`src/common/cfc_map.svh`:
```
`ifndef CFC_MAP_SVH
`define CFC_MAP_SVH
// Overview of operation
// - Buffer interrupt after buffer_length_sel plus one words
// - Frame holds frame_length_sel plus one words
// - Word holds word_size_sel plus one bits
// - Receive only in slots with rx_slot_enable set
// - Transmit only in slots with tx_slot_enable set
// - Disabled transmit slot: tri-state or drive low

// ----------------------------------------------------------------
// Register byte offsets
// ----------------------------------------------------------------
`define CFC_ADDR_W 8
`define CFC_OFS_FRAMING 8'h00
`define CFC_OFS_RX_SLOTS 8'h04
`define CFC_OFS_TX_SLOTS 8'h08
`define CFC_OFS_CONTROL 8'h0C
`define CFC_OFS_TX_DATA 8'h10
`define CFC_OFS_STATUS 8'h14
`define CFC_OFS_MASK 8'h18
`define CFC_OFS_RX_BUF 8'h20
`define CFC_RX_BUF_SEL 8'hF0

// ----------------------------------------------------------------
// Field positions
// ----------------------------------------------------------------
`define CFC_BUF_LEN_MSB 11
`define CFC_BUF_LEN_LSB 10
`define CFC_FRM_MSB 8
`define CFC_FRM_LSB 5
`define CFC_WORD_SIZE_MSB 3
`define CFC_WORD_SIZE_LSB 0
`define CFC_FRAMING_MASK 16'h0DEF
`define CFC_CTL_EN 0
`define CFC_CTL_IDLE_LOW 1
`define CFC_STS_BUF 0
`define CFC_STS_FRAME 1

// ----------------------------------------------------------------
// Reset values and timing
// ----------------------------------------------------------------
`define CFC_RST_16 16'h0000
`define CFC_RST_CTL 2'h0
`define CFC_RST_STS 2'h0
`define CFC_HALF_BIT 2
`define CFC_TOP_BIT 4'hF
`endif

```
`src/common/cfc_pkg.sv`:
```
package cfc_pkg;
	typedef enum logic [1:0] {
		CFC_ST_IDLE = 2'b01,
		CFC_ST_RUN = 2'b10
	} cfc_state_t;

	typedef struct packed {
		logic [1:0] buf_len;
		logic [3:0] frm;
		logic [3:0] word_size;
		logic [15:0] rx_en;
		logic [15:0] tx_en;
		logic idle_low;
	} cfc_link_cfg_t;

	typedef struct packed {
		logic en;
		logic [1:0] addr;
		logic [15:0] data;
	} cfc_wr_t;
endpackage

```
`src/rtl/cfc_top.sv`:
```
`timescale 1ns/1ps
`include "cfc_map.svh"
module cfc_top import cfc_pkg::*; #(
	parameter int HALF_BIT = `CFC_HALF_BIT
) (
	input wire logic i_clk,
	input wire logic i_nrst,
	input wire logic i_psel,
	input wire logic i_penable,
	input wire logic i_pwrite,
	input wire logic [`CFC_ADDR_W-1:0] i_paddr,
	input wire logic [31:0] i_pwdata,
	output logic [31:0] o_prdata,
	output logic o_pready,
	output logic o_pslverr,
	output logic o_sck,
	output logic o_fsync,
	output logic o_serial_data_out,
	output logic o_serial_data_out_oe_n,
	input wire logic i_serial_data_in,
	output logic o_irq
);
	// ----------------------------------------------------------------
	// Register file
	// ----------------------------------------------------------------
	logic [15:0] framing_q, framing_d;
	logic [15:0] rx_slot_enable_q, rx_slot_enable_d;
	logic [15:0] tx_slot_enable_q, tx_slot_enable_d;
	logic [1:0] ctl_q, ctl_d;
	logic [15:0] tx_data_q, tx_data_d;
	logic [1:0] sts_q, sts_d;
	logic [1:0] mask_q, mask_d;
	logic [1:0] sts_set;
	logic acc, wr, rd, hit, is_buf;
	logic [15:0] buf_rdata;
	logic [31:0] rdata;

	always_comb begin
		acc = i_psel & i_penable;
		wr = acc & i_pwrite;
		rd = acc & ~i_pwrite;
		is_buf = ((i_paddr & `CFC_RX_BUF_SEL) == `CFC_OFS_RX_BUF) && (i_paddr[1:0] == 2'h0);
		hit = 1'b1;
		rdata = 32'h0000_0000;
		unique case (i_paddr)
			`CFC_OFS_FRAMING: rdata[15:0] = framing_q;
			`CFC_OFS_RX_SLOTS: rdata[15:0] = rx_slot_enable_q;
			`CFC_OFS_TX_SLOTS: rdata[15:0] = tx_slot_enable_q;
			`CFC_OFS_CONTROL: rdata[1:0] = ctl_q;
			`CFC_OFS_TX_DATA: rdata[15:0] = tx_data_q;
			`CFC_OFS_STATUS: rdata[1:0] = sts_q;
			`CFC_OFS_MASK: rdata[1:0] = mask_q;
			default: begin
				hit = is_buf;
				rdata[15:0] = is_buf ? buf_rdata : `CFC_RST_16;
			end
		endcase
		framing_d = framing_q;
		rx_slot_enable_d = rx_slot_enable_q;
		tx_slot_enable_d = tx_slot_enable_q;
		ctl_d = ctl_q;
		tx_data_d = tx_data_q;
		mask_d = mask_q;
		if (wr) begin
			unique case (i_paddr)
				`CFC_OFS_FRAMING: framing_d = i_pwdata[15:0] & `CFC_FRAMING_MASK;
				`CFC_OFS_RX_SLOTS: rx_slot_enable_d = i_pwdata[15:0];
				`CFC_OFS_TX_SLOTS: tx_slot_enable_d = i_pwdata[15:0];
				`CFC_OFS_CONTROL: ctl_d = i_pwdata[1:0];
				`CFC_OFS_TX_DATA: tx_data_d = i_pwdata[15:0];
				`CFC_OFS_MASK: mask_d = i_pwdata[1:0];
				default: ;
			endcase
		end
		// Read clears status; a set in the same cycle survives
		sts_d = sts_q;
		if (rd && i_paddr == `CFC_OFS_STATUS) begin
			sts_d = '0;
		end
		sts_d = sts_d | sts_set;
	end

	always_ff @(posedge i_clk or negedge i_nrst) begin
		if (!i_nrst) begin
			framing_q <= `CFC_RST_16;
			rx_slot_enable_q <= `CFC_RST_16;
			tx_slot_enable_q <= `CFC_RST_16;
			ctl_q <= `CFC_RST_CTL;
			tx_data_q <= `CFC_RST_16;
			sts_q <= `CFC_RST_STS;
			mask_q <= `CFC_RST_STS;
		end else begin
			framing_q <= framing_d;
			rx_slot_enable_q <= rx_slot_enable_d;
			tx_slot_enable_q <= tx_slot_enable_d;
			ctl_q <= ctl_d;
			tx_data_q <= tx_data_d;
			sts_q <= sts_d;
			mask_q <= mask_d;
		end
	end

	assign o_prdata = rdata;
	assign o_pready = 1'b1;
	assign o_pslverr = acc & ~hit;
	assign o_irq = |(sts_q & mask_q);

	// ----------------------------------------------------------------
	// Serial link framing
	// ----------------------------------------------------------------
	logic rise, fall, start;
	cfc_state_t st_q, st_d;
	logic [3:0] bit_q, bit_d, slot_q, slot_d;
	logic [1:0] wcnt_q, wcnt_d;
	logic [15:0] txsh_q, txsh_d, rxsh_q, rxsh_d;
	logic sdo_q, sdo_d, oen_q, oen_d, fs_q, fs_d;
	cfc_link_cfg_t lcfg_q, lcfg_d, live, ccfg;
	cfc_wr_t push;

	cfc_bitclk #(.HALF(HALF_BIT)) u_bitclk (
		.i_clk(i_clk),
		.i_nrst(i_nrst),
		.o_sck(o_sck),
		.o_rise(rise),
		.o_fall(fall)
	);

	cfc_mem #(.W(16), .D(4)) u_rxbuf (
		.i_clk(i_clk),
		.i_wr(push),
		.i_raddr(i_paddr[3:2]),
		.o_rdata(buf_rdata)
	);

	always_comb begin
		live.buf_len = framing_q[`CFC_BUF_LEN_MSB:`CFC_BUF_LEN_LSB];
		live.frm = framing_q[`CFC_FRM_MSB:`CFC_FRM_LSB];
		live.word_size = framing_q[`CFC_WORD_SIZE_MSB:`CFC_WORD_SIZE_LSB];
		live.rx_en = rx_slot_enable_q;
		live.tx_en = tx_slot_enable_q;
		live.idle_low = ctl_q[`CFC_CTL_IDLE_LOW];
		st_d = st_q;
		bit_d = bit_q;
		slot_d = slot_q;
		lcfg_d = lcfg_q;
		txsh_d = txsh_q;
		rxsh_d = rxsh_q;
		sdo_d = sdo_q;
		oen_d = oen_q;
		fs_d = fs_q;
		wcnt_d = wcnt_q;
		sts_set = '0;
		push = '0;
		start = 1'b0;
		ccfg = lcfg_q;
		if (fall) begin
			unique case (st_q)
				CFC_ST_IDLE: begin
					if (ctl_q[`CFC_CTL_EN]) begin
						st_d = CFC_ST_RUN;
						bit_d = '0;
						slot_d = '0;
					end
				end
				CFC_ST_RUN: begin
					if (!ctl_q[`CFC_CTL_EN]) begin
						st_d = CFC_ST_IDLE;
					end else if (bit_q == lcfg_q.word_size) begin
						bit_d = '0;
						slot_d = (slot_q == lcfg_q.frm) ? 4'h0 : slot_q + 4'h1;
					end else begin
						bit_d = bit_q + 4'h1;
					end
				end
			endcase
			start = (st_d == CFC_ST_RUN) && (bit_d == '0) && (slot_d == '0);
			if (start) begin
				lcfg_d = live;
				ccfg = live;
				sts_set[`CFC_STS_FRAME] = 1'b1;
			end
			if (st_d == CFC_ST_RUN) begin
				if (bit_d == '0) begin
					txsh_d = tx_data_q << (`CFC_TOP_BIT - ccfg.word_size);
				end else begin
					txsh_d = {txsh_q[14:0], 1'b0};
				end
				fs_d = start;
				if (ccfg.tx_en[slot_d]) begin
					sdo_d = txsh_d[15];
					oen_d = 1'b0;
				end else begin
					sdo_d = 1'b0;
					oen_d = ~ccfg.idle_low;
				end
			end else begin
				sdo_d = 1'b0;
				oen_d = 1'b1;
				fs_d = 1'b0;
			end
		end
		if (rise && st_q == CFC_ST_RUN && lcfg_q.rx_en[slot_q]) begin
			rxsh_d = {rxsh_q[14:0], i_serial_data_in};
			if (bit_q == lcfg_q.word_size) begin
				push.en = 1'b1;
				push.addr = wcnt_q;
				push.data = rxsh_d;
				// A shortened length must not leave the index past the new end
				if (wcnt_q >= lcfg_q.buf_len) begin
					wcnt_d = '0;
					sts_set[`CFC_STS_BUF] = 1'b1;
				end else begin
					wcnt_d = wcnt_q + 2'h1;
				end
			end
		end
	end

	always_ff @(posedge i_clk or negedge i_nrst) begin
		if (!i_nrst) begin
			st_q <= CFC_ST_IDLE;
			bit_q <= '0;
			slot_q <= '0;
			lcfg_q <= '0;
			txsh_q <= `CFC_RST_16;
			rxsh_q <= `CFC_RST_16;
			sdo_q <= 1'b0;
			oen_q <= 1'b1;
			fs_q <= 1'b0;
			wcnt_q <= '0;
		end else begin
			st_q <= st_d;
			bit_q <= bit_d;
			slot_q <= slot_d;
			lcfg_q <= lcfg_d;
			txsh_q <= txsh_d;
			rxsh_q <= rxsh_d;
			sdo_q <= sdo_d;
			oen_q <= oen_d;
			fs_q <= fs_d;
			wcnt_q <= wcnt_d;
		end
	end

	assign o_fsync = fs_q;
	assign o_serial_data_out = sdo_q;
	assign o_serial_data_out_oe_n = oen_q;
endmodule

```
`src/rtl/cfc_bitclk.sv`:
```
`timescale 1ns/1ps
`include "cfc_map.svh"
module cfc_bitclk import cfc_pkg::*; #(
	parameter int HALF = `CFC_HALF_BIT
) (
	input wire logic i_clk,
	input wire logic i_nrst,
	output logic o_sck,
	output logic o_rise,
	output logic o_fall
);
	localparam int CW = (HALF > 1) ? $clog2(HALF) : 1;
	localparam logic [CW-1:0] LAST = CW'(HALF - 1);
	logic [CW-1:0] cnt_q, cnt_d;
	logic sck_q, sck_d;
	logic tog;

	always_comb begin
		tog = (cnt_q == LAST);
		cnt_d = tog ? '0 : cnt_q + 1'b1;
		sck_d = tog ? ~sck_q : sck_q;
	end

	always_ff @(posedge i_clk or negedge i_nrst) begin
		if (!i_nrst) begin
			cnt_q <= '0;
			sck_q <= 1'b0;
		end else begin
			cnt_q <= cnt_d;
			sck_q <= sck_d;
		end
	end

	assign o_sck = sck_q;
	assign o_rise = tog & ~sck_q;
	assign o_fall = tog & sck_q;
endmodule

```
`src/rtl/cfc_mem.sv`:
```
`timescale 1ns/1ps
module cfc_mem import cfc_pkg::*; #(
	parameter int W = 16,
	parameter int D = 4
) (
	input wire logic i_clk,
	input wire cfc_wr_t i_wr,
	input wire logic [$clog2(D)-1:0] i_raddr,
	output logic [W-1:0] o_rdata
);
	logic [W-1:0] mem [D];
	logic [W-1:0] rd_q;

	// Storage has no reset; words are valid once written
	always_ff @(posedge i_clk) begin
		if (i_wr.en) begin
			mem[i_wr.addr] <= i_wr.data[W-1:0];
		end
		rd_q <= mem[i_raddr];
	end

	assign o_rdata = rd_q;
endmodule

```
`config.mk`:
```
export PLATFORM = sky130hd
export DESIGN_NAME = cfc_top
export DESIGN_NICKNAME = d
export VERILOG_FILES = /design/src/common/cfc_pkg.sv /design/src/rtl/cfc_top.sv /design/src/rtl/cfc_bitclk.sv /design/src/rtl/cfc_mem.sv
export VERILOG_INCLUDE_DIRS = /design/src /design/src/common
export SDC_FILE = /design/constraint.sdc
export NUM_CORES = 1
export LEC_CHECK = 0
export BUFFER_PORTS_ARGS = -buffer_cell sky130_fd_sc_hd__clkbuf_2
export CAP_MARGIN = 20
export CORE_AREA = 4 4 150 152
export CTS_CLUSTER_SIZE = 12
export DETAILED_ROUTE_END_ITERATION = 10
export DIE_AREA = 0 0 154 156
export PLACE_DENSITY = 0.85
export SYNTH_ARGS = -nofsm -noshare
export SYNTH_HDL_FRONTEND = slang
export SYNTH_HIERARCHICAL = 1
export SYNTH_SLANG_ARGS = --single-unit
export TNS_END_PERCENT = 100
```
`constraint.sdc`:
```
create_clock -name i_clk -period 4.12 [get_ports i_clk]
set_input_delay 0.824 -clock i_clk [delete_from_list [all_inputs] [get_ports i_clk]]
set_output_delay 0.824 -clock i_clk [all_outputs]
set_load 0.03 [all_outputs]
```
Word level (Yosys, flattened, before mapping)
Memory sizes are Yosys's and may differ from the RTL's. A register that Yosys moved wholly into a read port is not among the register bits.
Cells that the tools add are included.
- bitwise logic cells: 12
- magnitude comparators: 3
- add/subtract/negate cells: 5
- reductions and logical operators: 21
- equal/unequal tests: 12
- muxes and demuxes: 43
- shift-type cells: 1
- operators with widths (operator ; number):
    14-bit case mux with 5 select lines ; 1
    43-bit two-way mux ; 1
    19-bit two-way mux ; 2
    37-bit two-way mux ; 1
    4-bit two-way mux ; 9
    16-bit two-way mux ; 2
    8-bit by 5-bit == test with 1-bit output (second input constant) ; 3
    8-bit by 4-bit == test with 1-bit output (second input constant) ; 2
    1-bit two-way mux ; 16
    4-bit case mux with 2 select lines ; 2
    2-bit AND reduction ; 8
    16-bit by 4-bit left shift with 16-bit output ; 1
    2-bit case mux with 7 select lines ; 1
    4-bit by 5-bit less-than comparator with 1-bit output (second input constant) ; 2
    2-bit two-way mux ; 5
    4-bit by 1-bit adder with 4-bit output (second input constant) ; 2
    1-bit binary-select mux with 4-bit select ; 2
    4-bit == test ; 2
    8-bit by 3-bit == test with 1-bit output (second input constant) ; 1
    4-bit zero test ; 2
    8-bit zero test ; 1
    7-bit OR reduction ; 1
    1-bit AND ; 6
    1-bit logical AND ; 6
    14 further kinds ; 18
- input bits: 46
- bits in writable memories: 64
- logic and storage cells: 122
- memories: 1
- bits in registers: 154
- memory list (memory ; words ; bits a word ; rd ports ; clocked after memory_dff ; wr ports ; line ; RTL):
    u_rxbuf.mem ; 4 ; 16 ; 1 ; 1 ; 1 ; cfc_mem.sv:11 ; logic [W-1:0] mem [D];

Logic depth before layout (Yosys ltp)
- depth in word-level cells: 15
- mapped depth: 13

Modules after synthesis
The synthesis kept the hierarchy.
- modules (own cells, without submodules) (module ; area an instance (um2) ; cells an instance ; times used ; seq. area each (um2)):
    cfc_top ; 8687.1 ; 838 ; 1 ; 3806.2
    cfc_mem ; 2697.6 ; 104 ; 1 ; 2242.2
    cfc_bitclk ; 78.8 ; 6 ; 1 ; 50.0

Worst setup path before layout
OpenSTA, ideal clock, no wires.
- kind: register -> register
- from: reg slot_q[0]
- to: mem u_rxbuf.mem[0][0] (enable)
- cell stages (with the launch flop): 9
- arrival time: 3.873 ns
- period minus slack after synthesis: 4.285 ns
- library setup time: 0.413 ns
- path slack: -0.165 ns
- path through: dfrtp_1 > buf_1 > mux4_2 > mux4_2 > nand3_1 > nor2_1 > clkbuf_1 > and2_1 > nor3b_1
- RTL lines (what ; line ; RTL):
    from (decl) ; cfc_top.sv:113 ; logic [3:0] bit_q, bit_d, slot_q, slot_d;
    from (signal assigned) ; cfc_top.sv:234 ; slot_q <= slot_d;
    to (decl) ; cfc_mem.sv:11 ;

Worst setup path in the final report
- from: reg bit_q[0]
- to: reg txsh_q[6]
- cells in the longest elaborated chain, start to end: 13
- RTL lines (what ; line ; RTL):
    from (decl) ; cfc_top.sv:113 ;
    from (signal assigned) ; cfc_top.sv:233 ; bit_q <= bit_d;
    4-bit by 1-bit adder with 4-bit output / 4-bit == test (equally long branches) ; cfc_top.sv:172, cfc_top.sv:168 ;
    4-bit two-way mux ; cfc_top.sv:168 ; end else if (bit_q == lcfg_q.word_size) begin
    4-bit two-way mux ; cfc_top.sv:166 ; if (!ctl_q[`CFC_CTL_EN]) begin
    4-bit case mux with 2 select lines ; cfc_top.sv:157 ; unique case (st_q)
    4-bit two-way mux ; cfc_top.sv:156 ; if (fall) begin
    4-bit zero test ; cfc_top.sv:176, cfc_top.sv:183 ;
    1-bit logical AND (2 in a row) ; cfc_top.sv:176 ; start = (st_d == CFC_ST_RUN) && (bit_d == '0) && (slot_d == '0);
    43-bit two-way mux ; n/a ;
    37-bit two-way mux ; cfc_top.sv:156 ;
    4-bit subtractor (no source line) ; n/a ;
    16-bit by 4-bit left shift with 16-bit output ; cfc_top.sv:184 ; txsh_d = tx_data_q << (`CFC_TOP_BIT - ccfg.word_size);
    16-bit two-way mux (*) ; cfc_top.sv:183 ; if (bit_d == '0) begin
    to (signal assigned) ; cfc_top.sv:225 ; txsh_q <= `CFC_RST_16;
    to (signal assigned) ; cfc_top.sv:236 ; txsh_q <= txsh_d;
    to (decl) ; cfc_top.sv:115 ; logic [15:0] txsh_q, txsh_d, rxsh_q, rxsh_d;
Mark *: on every way between the ends. The rest lies on a longest branch, timed or not. The select of a mux whose other input is x is not followed.
A chain may end at the register's enable or synchronous reset.

==> flow_metrics.env <==
export IMPL_num_fill_cells=1601
export IMPL_grt_start_max_net_pins=88
export IMPL_cpPeakStageDelay_ps=590
export IMPL_dp_hpwl_mm=19.4
export IMPL_rows=53
export IMPL_finalHoldViolCount=0
export IMPL_synth_cell_types=91
export IMPL_critPathSlowestCell="mux4_2"
export IMPL_via_per_inst=6.33
export IMPL_worstHoldPathType="primary input to asynchronous set/reset pin"
export IMPL_path_class="flip-flop to flip-flop"
export IMPL_numCtsBuffers=25
export IMPL_drtAntennaViolNets=0
export IMPL_synth_top_area_share_pct=33.2
export IMPL_ys_seq_area_share_pct=53.2
export IMPL_fp_coreArea_sq_um=21000
export IMPL_track_usage_pct=24.0
export IMPL_antennaDiodeCount=0
export IMPL_drt_iter0_markers=900
export IMPL_numClockSinks=234
export IMPL_fin_setup_tns_ps=0
export IMPL_p_leak_nw=5.42
export IMPL_grt_pass1_wl_mm=46.6
export IMPL_finalWirelength_mm=28.6
export IMPL_ys_flop_type="dfrtp_1"
export IMPL_critPathRequiredTime_ps=4540
export IMPL_htree_levels=1
export IMPL_cts_tree="built"
export IMPL_tightest_slew_ps=955
export IMPL_multi_input_area_sq_um=4980
export IMPL_port_buffers=51
export IMPL_synth_edf_count=64
export IMPL_syn_area_sq_um=11500
export IMPL_skew_ps=9.41
export IMPL_synthTopCellsByArea="dfrtp_1 (33%), edfxtp_1 (17%), mux2_2 (12%)"
export IMPL_layout_drive_gt1_share_pct=27.5
export IMPL_power_density_nw_per_um2=365
export IMPL_clockBufferDepth=3
export IMPL_worstPathCellList="ha_1, or4b_1, o22ai_1, a211o_2, and3_4, a21oi_1, nor2_2, mux4_2, a221oi_2, nor2_1"
export IMPL_place_inst=1247
export IMPL_status="finished, final reports clean"
export IMPL_ir_drop_uv=538
export IMPL_nNetsFinal=1049
export IMPL_first_pass_iters=8
export IMPL_cts_root_buf="clkbuf_16"
export IMPL_layout_cells_non_filler=1292
export IMPL_gp_congestion=0.959
export IMPL_ys_ff_latch=234
export IMPL_yosysWarnings=6
export IMPL_regArea_sq_um=6100
export IMPL_chipWidth_microns=154
export IMPL_path_max_fanout=16
export IMPL_postCtsSetupBuffers=0
export IMPL_vias=8184
export IMPL_grt_ovfl_total=0
export IMPL_clock_latency_ps=540
export IMPL_period_share_pct=91.4
export IMPL_layout_min_cycle_time_ps=3760
export IMPL_path_clk_slew_ps=60
export IMPL_die_h_microns=156
export IMPL_crit_arrival_ps=4180
export IMPL_max_freq_mhz=266
export IMPL_netlist_instances=948
export IMPL_async_flop_share_pct=65.8
export IMPL_grt_pass1_vias=8426
export IMPL_cts_resized=0
export IMPL_worst_setup_path_end_kind="flip-flop"
export IMPL_synth_largest_area_cell="dfrtp_1"
export IMPL_route_detailed_drc=0
export IMPL_slew_limit_headroom_pct=36.2
export IMPL_ctsHoldBuffers=0
export IMPL_die_area_sq_um=24000
export IMPL_start_util_pct=54.5
export IMPL_avgSynthCellArea_sq_um=12.1
export IMPL_routedWlPerCell_microns=22.1
export IMPL_cap_violations=0
export IMPL_rsz0062_at_grt="false"
export IMPL_startpoint_type="flip-flop"
export IMPL_setup_viol=0
export IMPL_finalMaxSlewViolations=0
export IMPL_area_delta_synth_final_pct=11.2
export IMPL_grt_antenna_before_repair=0
export IMPL_ios=85
-- flip-flops by register name (all words and copies together) (netlist names), 2 cells and up --
register / flops
mask_q: 2
wcnt_q: 2
tx_slot_enable_q: 16
framing_q: 10
st_q: 2
slot_q: 4
ctl_q: 2
u_rxbuf/mem: 64
rx_slot_enable_q: 16
tx_data_q: 16
sts_q: 2
u_rxbuf/o_rdata: 16
bit_q: 4
txsh_q: 15
lcfg_q: 43
rxsh_q: 15
-- layer usage --
layer	wire length, microns	up-vias	track usage, %
li1	-	3655	-
met1	11400	4098	30.9
met2	14300	346	41.6
met3	1850	85	3.61
met4	1010	0	8.66
met5	0	-	0
-- metrics by stage --
stage	util (%)	setup slack [ps]	total power [W]	cell area [sq um]	hold slack [ps]
floorplan	-	388	0.00255	11500	441
global route	60.6	160	0.00479	12700	394
global placement	57.1	475	0.00260	12000	457
finish	60.6	356	0.00465	12700	325
detailed placement	57.1	413	0.00261	12000	471
CTS	60.6	405	0.00468	12700	371
-- report_power, final --
| part | total [W] | switching, W | internal (W) |
|---|---|---|---|
| Clock | 0.00208 | 0.000912 | 0.00117 |
| Combinational | 0.000151 | 0.000105 | 0.0000455 |
| Sequential | 0.00242 | 0.0000214 | 0.00239 |
-- synth_stat cells, drive strengths merged, types with 3 or more instances --
cell / n
a221oi: 7
and3: 7
nand2: 81
a22o: 3
and4: 3
clkbuf: 31
nor4: 8
mux2i: 5
o31ai: 3
xnor2: 6
a21oi: 33
nand2b: 19
o22ai: 4
a22oi: 35
dfxtp: 16
o32ai: 3
o21ai: 37
and2: 28
nor3: 14
a222oi: 5
o311ai: 4
dfrtp: 152
a211oi: 12
nand3: 46
a21o: 6
inv: 14
a32oi: 6
nor2: 37
buf: 40
mux2: 122
a31oi: 4
xor2: 6
a211o: 5
edfxtp: 64
ha: 4
a311oi: 4
nand4: 4
mux4: 22
o211ai: 8
-- worst max-delay path, delay by kind of cell (launching register included) --
kind,cells,cell delay (ps)
AO/OA/AOI/OAI,4,980
adder cells (fa/ha/maj),1,360
flip-flops,1,470
multiplexers,1,590
AND/OR/NAND/NOR,4,1240
-- cell families after synthesis --
family / Yosys count / synth area share [%]
AND/OR/NAND/NOR: 263 / 11.8
XOR/XNOR: 12 / 1.05
buffers and inverters: 86 / 3.99
flip-flops: 234 / 53.2
adder cells (fa/ha/maj): 4 / 0.437
AO/OA/AOI/OAI: 198 / 12.5
other: 2 / 0.0655
multiplexers: 149 / 16.9
-- final timing paths --
kind / from / slack [ps] / to / cells after the start
max: bit_q[0] / 360 / txsh_q[6] / 10
min: i_nrst / 320 / lcfg_q[36] / 1
max reg2reg: bit_q[0] / 360 / txsh_q[6] / 10
min reg2reg: u_bitclk/cnt_q / 470 / u_bitclk/cnt_q / 1
max in group asynchronous: i_nrst / 2930 / rxsh_q[1] / 2
min in group i_clk: u_bitclk/cnt_q / 470 / u_bitclk/cnt_q / 1
-- layout by cell type (no fill, tap or decap), drive strengths merged, types with 22 or more instances in the layout --
master and n:
nor2 37, mux4 22, o21ai 37, a21oi 33
dfrtp 152, nand3 46, nand2 81, clkbuf 89
and2 28, buf 30, a22oi 35, edfxtp 64
mux2 122
-- area by class of cell --
type	count	area share, %
Clock inverter	6	0.403
Timing Repair Buffer	80	4.05
Tap cell	275	2.70
Sequential cell	234	47.9
Inverter	15	0.442
Clock buffer	39	5.48
Multi-Input combinational cell	643	39.1
Note: power is estimated with default switching activity, not from simulation.
